<file path="src/inc/capture_vint_consts.svh">
// Offsets, write masks, reset values and counts of the capture
// vertical interrupt and DMA threshold block.
// Assumes a 5-bit byte address on the register bus.
`ifndef CAPTURE_VINT_CONSTS_SVH
`define CAPTURE_VINT_CONSTS_SVH
`define OFS_VINT_CTRL  5'h00
`define OFS_THRESHOLD  5'h04
`define OFS_IRQ_STATUS 5'h08
`define OFS_IRQ_MASK   5'h0c
`define OFS_LINE_STAT  5'h10
`define OFS_CHAN_CFG   5'h14
`define VINT_WMASK     32'hcfff8fff
`define THR_WMASK      32'h03ff03ff
`define IRQ_WMASK      32'h00000007
`define CFG_WMASK      32'h00000001
`define VINT_RESET     32'h00000000
`define THR_RESET      32'h00000000
`define IRQ_RESET      3'h0
`define CFG_RESET      1'h0
`define IRQ_BIT_VINT   0
`define IRQ_BIT_YEVT   1
`define IRQ_BIT_CEVT   2
`define SAMPLES_DW_8   5'h08
`define SAMPLES_DW_16  5'h04
`define COUNT_MAX      14'h3fff
`endif

</file>
<file path="src/inc/capture_vint_pkg.sv">
// Types of the capture vertical interrupt and DMA threshold block.
// Field layouts follow the register map bit for bit.
package capture_vint_pkg;
  typedef enum logic [3:0] {
    MODE_BT656     = 4'b0001,
    MODE_YC        = 4'b0010,
    MODE_RAW       = 4'b0100,
    MODE_TRANSPORT = 4'b1000
  } capture_mode_t;

  typedef struct packed {
    logic        field2_irq_enable;
    logic        sync_clear_in_second_field;
    logic [1:0]  rsv_hi;
    logic [11:0] field2_irq_line;
    logic        field1_irq_enable;
    logic [2:0]  rsv_lo;
    logic [11:0] field1_irq_line;
  } vint_ctrl_t;

  typedef struct packed {
    logic [5:0] rsv_hi;
    logic [9:0] field2_dma_threshold;
    logic [5:0] rsv_lo;
    logic [9:0] field1_dma_threshold;
  } threshold_t;

  typedef struct packed {
    logic clk;
    logic line_end;
    logic vreset;
    logic sample_wr;
    logic field2;
  } link_t;

  typedef struct packed {
    link_t       sync1;
    link_t       sync2;
    logic        clk_prev;
    logic [11:0] line_counter;
    vint_ctrl_t  vint_ctrl;
    threshold_t  thr;
    logic        second_threshold_enable;
    logic [2:0]  irq_status;
    logic [2:0]  irq_mask;
    logic        irq;
    logic        ack;
    logic [31:0] rdata;
    logic [13:0] y_count;
    logic [13:0] c_count;
    logic        pair;
    logic        y_armed;
    logic        c_armed;
    logic        vint_pulse;
    logic        sync_clear;
    logic        y_event;
    logic        c_event;
  } state_t;
endpackage

</file>
<file path="src/rtl/capture_vint_and_dma_threshold.sv">
// Vertical line interrupt, frame-sync clear and DMA threshold events
// of one video capture channel, with an Avalon-MM register slave.
// Assumes link signals change on falling link_clk edges, slow enough
// for sys_clk to see each level, and dma_first_read from sys_clk logic.
//
// Operation
// Interrupt at end of matching line
// Separate interrupt enables per field
// Select 0 clears sync in field 1
// Select 1 clears sync in field 2
// Two 12-bit interrupt line fields
// Reserved bits read zero, ignore writes
// Interrupts only in BT.656 or Y/C
// DMA event when field-1 threshold reached
// Block events until first FIFO read
// Pixel pair gives one chroma byte each
// Threshold unit is 8 pixels, 8-bit
// Chroma trigger is half the threshold
// Raw unit 8 or 4 samples
// Transport unit is 8 one-byte samples
// Field-2 threshold only when enabled
// Count data entering the FIFO
// Field-2 threshold unused in raw, transport
// Vertical event resets line counter
// Interrupt is a one-cycle pulse
`timescale 1ns/100ps
`include "capture_vint_consts.svh"

module capture_vint_and_dma_threshold (
  input  wire logic                           sys_clk,
  input  wire logic                           sys_rst,
  input  wire logic [4:0]                     avs_address,
  input  wire logic                           avs_read,
  input  wire logic                           avs_write,
  input  wire logic [31:0]                    avs_writedata,
  input  wire logic [3:0]                     avs_byteenable,
  output logic      [31:0]                    avs_readdata,
  output logic                                avs_waitrequest,
  input  wire capture_vint_pkg::capture_mode_t cap_mode,
  input  wire logic                           raw_16bit,
  input  wire capture_vint_pkg::link_t        link,
  input  wire logic                           dma_first_read,
  output logic                                vint_pulse,
  output logic                                frame_sync_clear,
  output logic                                luma_dma_event,
  output logic                                chroma_dma_event,
  output logic                                irq
);
  capture_vint_pkg::state_t s;
  capture_vint_pkg::state_t next_s;

  logic        rise;
  logic        bt_yc;
  logic        fld2;
  logic [11:0] cur_line;
  logic        line_hit;
  logic [9:0]  thr_sel;
  logic [4:0]  unit;
  logic [13:0] level;
  logic [13:0] c_level;
  logic        req;

  function automatic logic [31:0] merge(input logic [31:0] old,
                                        input logic [31:0] wd,
                                        input logic [3:0]  be,
                                        input logic [31:0] wmask);
    logic [31:0] m;
    m = {{8{be[3]}}, {8{be[2]}}, {8{be[1]}}, {8{be[0]}}} & wmask;
    merge = (old & ~m) | (wd & m);
  endfunction

  function automatic logic [13:0] bump(input logic [13:0] v);
    bump = (v == `COUNT_MAX) ? v : v + 14'h1;
  endfunction

  // Link clock edge, seen on synchronised copies only
  assign rise  = s.sync2.clk & ~s.clk_prev;
  assign bt_yc = (cap_mode == capture_vint_pkg::MODE_BT656) ||
                 (cap_mode == capture_vint_pkg::MODE_YC);
  assign fld2  = s.sync2.field2;
  assign cur_line = fld2 ? s.vint_ctrl.field2_irq_line
                         : s.vint_ctrl.field1_irq_line;
  // Compare at the end of the line, before the counter moves on
  assign line_hit = rise && s.sync2.line_end && !s.sync2.vreset &&
                    bt_yc && (s.line_counter == cur_line); // see R01
  // Field-2 threshold only in BT.656/Y/C with its enable set
  assign thr_sel = (bt_yc && fld2 && s.second_threshold_enable)
                 ? s.thr.field2_dma_threshold
                 : s.thr.field1_dma_threshold; // see R15
  assign unit  = (cap_mode == capture_vint_pkg::MODE_RAW && raw_16bit)
               ? `SAMPLES_DW_16 : `SAMPLES_DW_8; // see R11 see R13
  // Both factors widened first so the product keeps its upper bits
  assign level   = 14'(thr_sel) * 14'(unit);
  assign c_level = level >> 1;
  assign req   = avs_read | avs_write;

  always_comb begin
    next_s = s;
    next_s.sync1 = link;
    next_s.sync2 = s.sync1;
    next_s.clk_prev = s.sync2.clk;
    next_s.vint_pulse = 1'b0;
    next_s.sync_clear = 1'b0;
    next_s.y_event = 1'b0;
    next_s.c_event = 1'b0;

    if (rise) begin
      if (s.sync2.vreset) begin
        next_s.line_counter = 12'h000;
      end else if (s.sync2.line_end) begin
        next_s.line_counter = s.line_counter + 12'h001;
      end
    end
    if (line_hit) begin
      next_s.vint_pulse = fld2 ? s.vint_ctrl.field2_irq_enable
                               : s.vint_ctrl.field1_irq_enable; // see R02
      next_s.sync_clear = (fld2 == s.vint_ctrl.sync_clear_in_second_field); // see R03
    end

    // Data counted as it is written into the FIFOs
    if (rise && s.sync2.sample_wr) begin
      next_s.y_count = bump(s.y_count);
      next_s.pair = ~s.pair;
      if (bt_yc && s.pair) begin
        next_s.c_count = bump(s.c_count);
      end
    end
    if (dma_first_read) begin
      next_s.y_armed = 1'b1;
      next_s.c_armed = 1'b1;
    end
    if (next_s.y_armed && level != 14'h0 && next_s.y_count >= level) begin
      next_s.y_event = 1'b1;
      next_s.y_count = next_s.y_count - level;
      next_s.y_armed = 1'b0;
    end
    if (bt_yc && next_s.c_armed && c_level != 14'h0 &&
        next_s.c_count >= c_level) begin
      next_s.c_event = 1'b1;
      next_s.c_count = next_s.c_count - c_level;
      next_s.c_armed = 1'b0;
    end

    // Register slave: one wait cycle, then the access completes
    if (req && !s.ack) begin
      next_s.ack = 1'b1;
      if (avs_address == `OFS_VINT_CTRL) begin
        next_s.rdata = s.vint_ctrl & `VINT_WMASK;
      end else if (avs_address == `OFS_THRESHOLD) begin
        next_s.rdata = s.thr & `THR_WMASK;
      end else if (avs_address == `OFS_IRQ_STATUS) begin
        next_s.rdata = {29'h0, s.irq_status};
      end else if (avs_address == `OFS_IRQ_MASK) begin
        next_s.rdata = {29'h0, s.irq_mask};
      end else if (avs_address == `OFS_LINE_STAT) begin
        next_s.rdata = {13'h0, s.c_armed, s.y_armed, fld2, 4'h0, s.line_counter};
      end else if (avs_address == `OFS_CHAN_CFG) begin
        next_s.rdata = {31'h0, s.second_threshold_enable};
      end else begin
        next_s.rdata = 32'h0;
      end
    end else if (req) begin
      next_s.ack = 1'b0;
    end

    // Sticky events; a set in the clearing cycle wins
    next_s.irq_status = s.irq_status |
                        {s.c_event, s.y_event, s.vint_pulse};
    if (avs_write && s.ack) begin
      if (avs_address == `OFS_VINT_CTRL) begin
        next_s.vint_ctrl = merge(s.vint_ctrl, avs_writedata, avs_byteenable,
                                 `VINT_WMASK); // see R05
      end else if (avs_address == `OFS_THRESHOLD) begin
        next_s.thr = merge(s.thr, avs_writedata, avs_byteenable,
                           `THR_WMASK);
      end else if (avs_address == `OFS_IRQ_STATUS) begin
        next_s.irq_status = (s.irq_status & ~3'(merge(32'h0, avs_writedata,
                             avs_byteenable, `IRQ_WMASK))) |
                            {s.c_event, s.y_event, s.vint_pulse};
      end else if (avs_address == `OFS_IRQ_MASK) begin
        next_s.irq_mask = 3'(merge({29'h0, s.irq_mask}, avs_writedata,
                                   avs_byteenable, `IRQ_WMASK));
      end else if (avs_address == `OFS_CHAN_CFG) begin
        next_s.second_threshold_enable = merge(32'h0, avs_writedata,
                                               avs_byteenable, `CFG_WMASK) != 32'h0;
      end
    end
    next_s.irq = |(next_s.irq_status & next_s.irq_mask);
  end

  always_ff @(posedge sys_clk) begin
    if (sys_rst) begin
      s <= '0;
      s.vint_ctrl <= `VINT_RESET;
      s.thr <= `THR_RESET;
      s.irq_status <= `IRQ_RESET;
      s.irq_mask <= `IRQ_RESET;
      s.second_threshold_enable <= `CFG_RESET;
      s.y_armed <= 1'b1;
      s.c_armed <= 1'b1;
    end else begin
      s <= next_s;
    end
  end

  assign avs_readdata     = s.rdata;
  assign avs_waitrequest  = req & ~s.ack;
  assign vint_pulse       = s.vint_pulse;
  assign frame_sync_clear = s.sync_clear;
  assign luma_dma_event   = s.y_event;
  assign chroma_dma_event = s.c_event;
  assign irq              = s.irq;
endmodule

</file>
<file path="config.mk">
export PLATFORM = sky130hd
export DESIGN_NAME = capture_vint_and_dma_threshold
export DESIGN_NICKNAME = d
export VERILOG_FILES = /design/src/inc/capture_vint_pkg.sv /design/src/rtl/capture_vint_and_dma_threshold.sv
export VERILOG_INCLUDE_DIRS = /design/src /design/src/inc
export SDC_FILE = /design/constraint.sdc
export NUM_CORES = 1
export LEC_CHECK = 0
export BUFFER_PORTS_ARGS = -buffer_cell sky130_fd_sc_hd__buf_4
export CAP_MARGIN = 25
export CORE_ASPECT_RATIO = 0.5
export CORE_MARGIN = 2
export CORE_UTILIZATION = 40
export CTS_CLUSTER_SIZE = 20
export DETAILED_ROUTE_END_ITERATION = 8
export SLEW_MARGIN = 20
export SYNTH_ARGS = -nofsm -noshare
export SYNTH_HDL_FRONTEND = slang
export SYNTH_SLANG_ARGS = --single-unit
</file>
<file path="constraint.sdc">
create_clock -name sys_clk -period 6.85 [get_ports sys_clk]
set_clock_uncertainty 0.1 [all_clocks]
set_input_delay 0.685 -clock sys_clk [delete_from_list [all_inputs] [get_ports sys_clk]]
set_output_delay 0.685 -clock sys_clk [all_outputs]
set_load 0.05 [all_outputs]
</file>
* Word level (Yosys, flattened, before mapping) *
Cells that the tools add are included.

word-level totals
  bits in registers = 163
  latch bits = 0
  memory bits (writable) = 0
  bits in read-only memories = 0
  input bits = 56
  output and inout port bits = 38
  word-level logic and storage cells = 149
  memories = 0

cells by class
  $add $sub $neg = 5
  multiply operators = 1
  divide/modulo/power cells = 0
  magnitude comparators = 2
  equal/unequal tests = 12
  shift operators = 0
  mux-type cells = 31
  bitwise logic cells = 29
  reductions and logical operators = 31

operators with widths
  cell                     number
  $mux W32                 5
  $and A32 B32 Y32         3
  $mux W14                 5
  $or A32 B32 Y32          2
  $mux W12                 3
  $and A32 B1 Y32          1
  $and A32 B26 Y32         1
  $not A26 Y32             1
  $not A32 Y32             1
  $reduce_bool A32 Y1      1
  $mux W29                 1
  $add A14 B1 Y14 const B  2
  $eq A14 B14 Y1 const B   2
  $reduce_bool A14 Y1      2
  $mux W6                  3
  $logic_and A1 B1 Y1      16
  $ge A14 B13 Y1           1
  $ge A14 B14 Y1           1
  $mul A10 B4 Y14          1
  $sub A14 B13 Y14         1
  $sub A14 B14 Y14         1
  $add A12 B1 Y12 const B  1
  $and A3 B3 Y3            4
  $eq A12 B12 Y1           1
  other kinds (26)         51

* Depth between registers and ports, before layout *
  depth after elaboration = 10
  mapped depth = 23
  depth with buffers taken out = 20

* Worst setup path before layout *
No wires, ideal clock.

  path type = input port to flip-flop
  start point = input cap_mode[0]
  end point = register s[20] (netlist name)
  arrival = 5.616 ns
  slack = 1.075 ns
  stages on the path = 21
  path through = xnor2_1 > nor4_1 > buf_1 > mux2i_1 > nor2_1 > ha_1 > ha_1 > ha_1 > fa_1 > nand3_1 > a21oi_1 > or4_1 > and2_1 > inv_2 > ha_1 > and2_1 > a221o_1 > maj3_2 > maj3_2 > or4_1 > nand2_1

on the way
  word-level cells in the longest chain between the ends = 10

RTL lines
  item                                                                     RTL line                               RTL
  start, declared                                                          capture_vint_and_dma_threshold.sv:39   input wire capture_vint_pkg::capture_mode_t cap_mode,
  parallel branches: the longest is 9 deep, another holds $mul A10 B4 Y14  --
  $mux W14 *                                                               capture_vint_and_dma_threshold.sv:137  if (bt_yc && next_s.c_armed && c_level != 14'h0 &&
  end signal, assigned                                                     capture_vint_and_dma_threshold.sv:202  s <= next_s;
  end, declared                                                            capture_vint_and_dma_threshold.sv:49   capture_vint_pkg::state_t s;

Mark *: on every way between the ends.
A chain may end at the register's enable or synchronous reset.

* Worst setup path after layout *
  start point = register s (netlist bit fld2)
  end point = register s[30] (netlist name)

on the way
  word-level cells in the longest chain between the ends = 8

RTL lines
  item                                                                    RTL line                               RTL
  $logic_and A1 B1 Y1 * (2 in a row)                                      capture_vint_and_dma_threshold.sv:87   assign thr_sel = (bt_yc && fld2 && s.second_threshold_enable)
  $mux W10 *                                                              capture_vint_and_dma_threshold.sv:88   ? s.thr.field2_dma_threshold
  $mul A10 B4 Y14 *                                                       capture_vint_and_dma_threshold.sv:93   assign level = 14'(thr_sel) * 14'(unit);
  parallel branches: the longest is 3 deep, another holds $ge A14 B14 Y1  --
  $mux W14 *                                                              capture_vint_and_dma_threshold.sv:132  if (next_s.y_armed && level != 14'h0 && next_s.y_count >= level) begin

Marked as above.

==> metrics <==
Placed Cells incl. Taps 1359; RSZ-0062 raised after global routing no; Post-DP Area approximately 0.009 mm2; fraction of layout cells with a size suffix above 1 13.1%; Synth cell types 68; Max Clock Freq 168 MHz; Yosys top cell by area dfxtp_1; fin. max-slew vios 0; TritonRoute pass-1 iters 5; nets 1201; Fin Setup TNS 0 ps; Seq cells post-synth between 100 and 150; Hold Crit Start next_s[157]$_SDFF_PP0_; final worst slack around 900 ps; CTS Buffer Depth 2; maximum fanout along the worst path 17; largest net degree at the start of global routing 102; pre-CTS setup slack 517 ps; cts hold-fix bufs 0; die height roughly 110 um; final instance area 0.00979 mm2; Crit Path Category flop to flop; Post-synth top flop dfxtp_1; # port buffers 83; final hold violation count 0; setup violators final 0; Finished Layout Cells 1391; Post-Route Utilization 47.2%; Final Hold Slack around 340 ps; leak pwr between 3 and 4 nW; Final Critical Period approximately 6000 ps; core area just over 0.02 mm2; Skew-Pair Late Insertion Delay 440 ps; gr usage total 21.2%; Slew @ Worst Pin 930 ps; Die X-Extent 211 um; initial antenna violation count 0; worst hold path class flop to flop; clock-pin slew on the worst setup and hold paths about 60 ps; CTS root buffer clkbuf_16; CTS tree done; Vias/cell 5.57; Worst Setup Start Kind flop; WP data required 7100 ps; Synth Cell Area 0.00854 mm2; Via Count approximately 7800; r2r startpoint fld2$_SDFF_PP0_; Worst setup EP type flop; Initial Util 41.2%; WL/cell 16.8 um; PD cells 196 mW/mm2; Crit. Startpoint fld2$_SDFF_PP0_; top area cells in the synthesized netlist dfxtp_1 33%, mux2i_1 6.8%, a21oi_1 6.2%, ha_1 5.6%, nand2_1 5.3%; reg2reg setup slack between 800 and 900 ps; first-pass GRT wire length 37600 um; Max-cap violations 0; synthesized area per cell 8.00 um2; vias in the first global route 7241; WP data arrival 6210 ps; # IOs 94; Post-synth EDFFs 0; sequential area share after synthesis 33.1%; Pwr Total 1.92 mW; initial DRC count 626; HPWL Detailed 17100 um; Post-Syn Instances 1067; CTS sink cnt 141; final period utilization 86.9%; Worst VDD drop 147 uV; post-route ant nets 0; CTS Buf Count 17; ys async rst share 0%; global placement routability congestion ~0.83; GRT overflow 0; Die Area 0.0226 mm2; top cell type's share of synthesized area about 33%; Detailed Route WL 23400 um; # diodes 0; Setup Buffers After CTS 0; Rows 37; # DRC 0; normalized max-slew margin 38.0%; Yosys warnings 0; post-CTS sizing 0; outcome finished clean; H-tree levels 4; Layout area overhead 14.7%
[power breakdown]
group | switching, mW | internal [mW] | leakage (nW)
logic | 0.116 | 0.0616 | 2.27
registers | 0.00516 | 0.829 | 1.14
clock network | 0.385 | 0.520 | 0.278
total | 0.506 | 1.41 | 3.69
[synth_stat cells, drive strengths merged, types with 3 or more instances]
master / n
dfxtp: 141
nand2: 120
nor2: 108
a21oi: 107
nand3: 68
mux2i: 58
clkbuf: 45
buf: 42
ha: 38
xnor2: 37
nor3: 34
xor2: 22
a211oi: 21
nor2b: 18
o21ai: 18
a22oi: 16
inv: 14
nand4: 14
a311oi: 13
and3: 10
and2: 9
nor4: 9
and4: 7
a21o: 6
a31oi: 6
nand3b: 6
or4: 6
maj3: 5
or2: 5
or3: 5
and3b: 4
nand2b: 4
nor4b: 4
o21a: 4
o31ai: 4
a211o: 3
a221o: 3
a221oi: 3
mux2: 3
o211ai: 3
o31a: 3
[final cells by class]
cell class | count | area [um2]
fill | 2041 | 10900
multi-input combinational | 836 | 5280
sequential | 141 | 2820
timing repair buffer | 95 | 726
clock buffer | 19 | 453
tap | 273 | 342
clock inverter | 12 | 111
inverter | 15 | 56.3
[worst paths after layout]
path                             to  cells past startpoint
max                s[30]$_SDFF_PP0_                     22
max reg2reg        s[30]$_SDFF_PP0_                     22
min          next_s[152]$_SDFF_PP0_                      1
min reg2reg  next_s[152]$_SDFF_PP0_                      1
[cells in the final DEF, fill, tap and decap left out, drive strengths merged, types with 5 or more instances in the layout]
cell type	Yosys	layout
dfxtp	141	141
nand2	120	120
nor2	108	108
a21oi	107	107
buf	42	95
nand3	68	68
mux2i	58	58
ha	38	38
xnor2	37	37
nor3	34	34
xor2	22	22
a211oi	21	21
clkbuf	45	19
nor2b	18	18
inv	14	18
o21ai	18	18
a22oi	16	16
nand4	14	14
a311oi	13	13
conb	1	13
and3	10	10
and2	9	9
nor4	9	9
and4	7	7
or4	6	6
nand3b	6	6
a21o	6	6
a31oi	6	6
clkinv	1	6
or3	5	5
or2	5	5
maj3	5	5
[metal layers]
layer | vias up | GRT usage, % | wire length, um
li1 | 3861 | - | -
met1 | 3713 | 27.9 | 11100
met2 | 160 | 35.6 | 11000
met3 | 17 | 4.40 | 1070
met4 | 0 | 5.08 | 196
met5 | - | 0 | 0
[worst max-delay path: stages, from the launching register on]
cell and delay (ps):
dfxtp_1 310, buf_4 280, nand2_1 140, nor4_2 150, buf_4 280, mux2i_1 310
nor2_1 70, ha_1 230, ha_1 180, ha_1 220, fa_1 410, xnor2_1 340
ha_1 360, a21oi_1 190, nand2_1 90, a221oi_1 540, a22oi_1 200, a311oi_1 410
or2_1 210, a221o_1 170, a21oi_2 230, and3_1 260, nor3_1 160
[cells by family after synthesis]
group | count (synthesis) | synth area share [%]
other | 1 | 0.0439
multiplexers | 61 | 7.19
XOR/XNOR | 59 | 6.05
buffers and inverters | 102 | 5.93
AND/OR/NAND/NOR | 434 | 24.4
AO/OA/AOI/OAI | 225 | 16.9
adder cells (fa/ha/maj) | 44 | 6.43
flip-flops | 141 | 33.1
No activity file was read; power rests on OpenSTA's default activity.
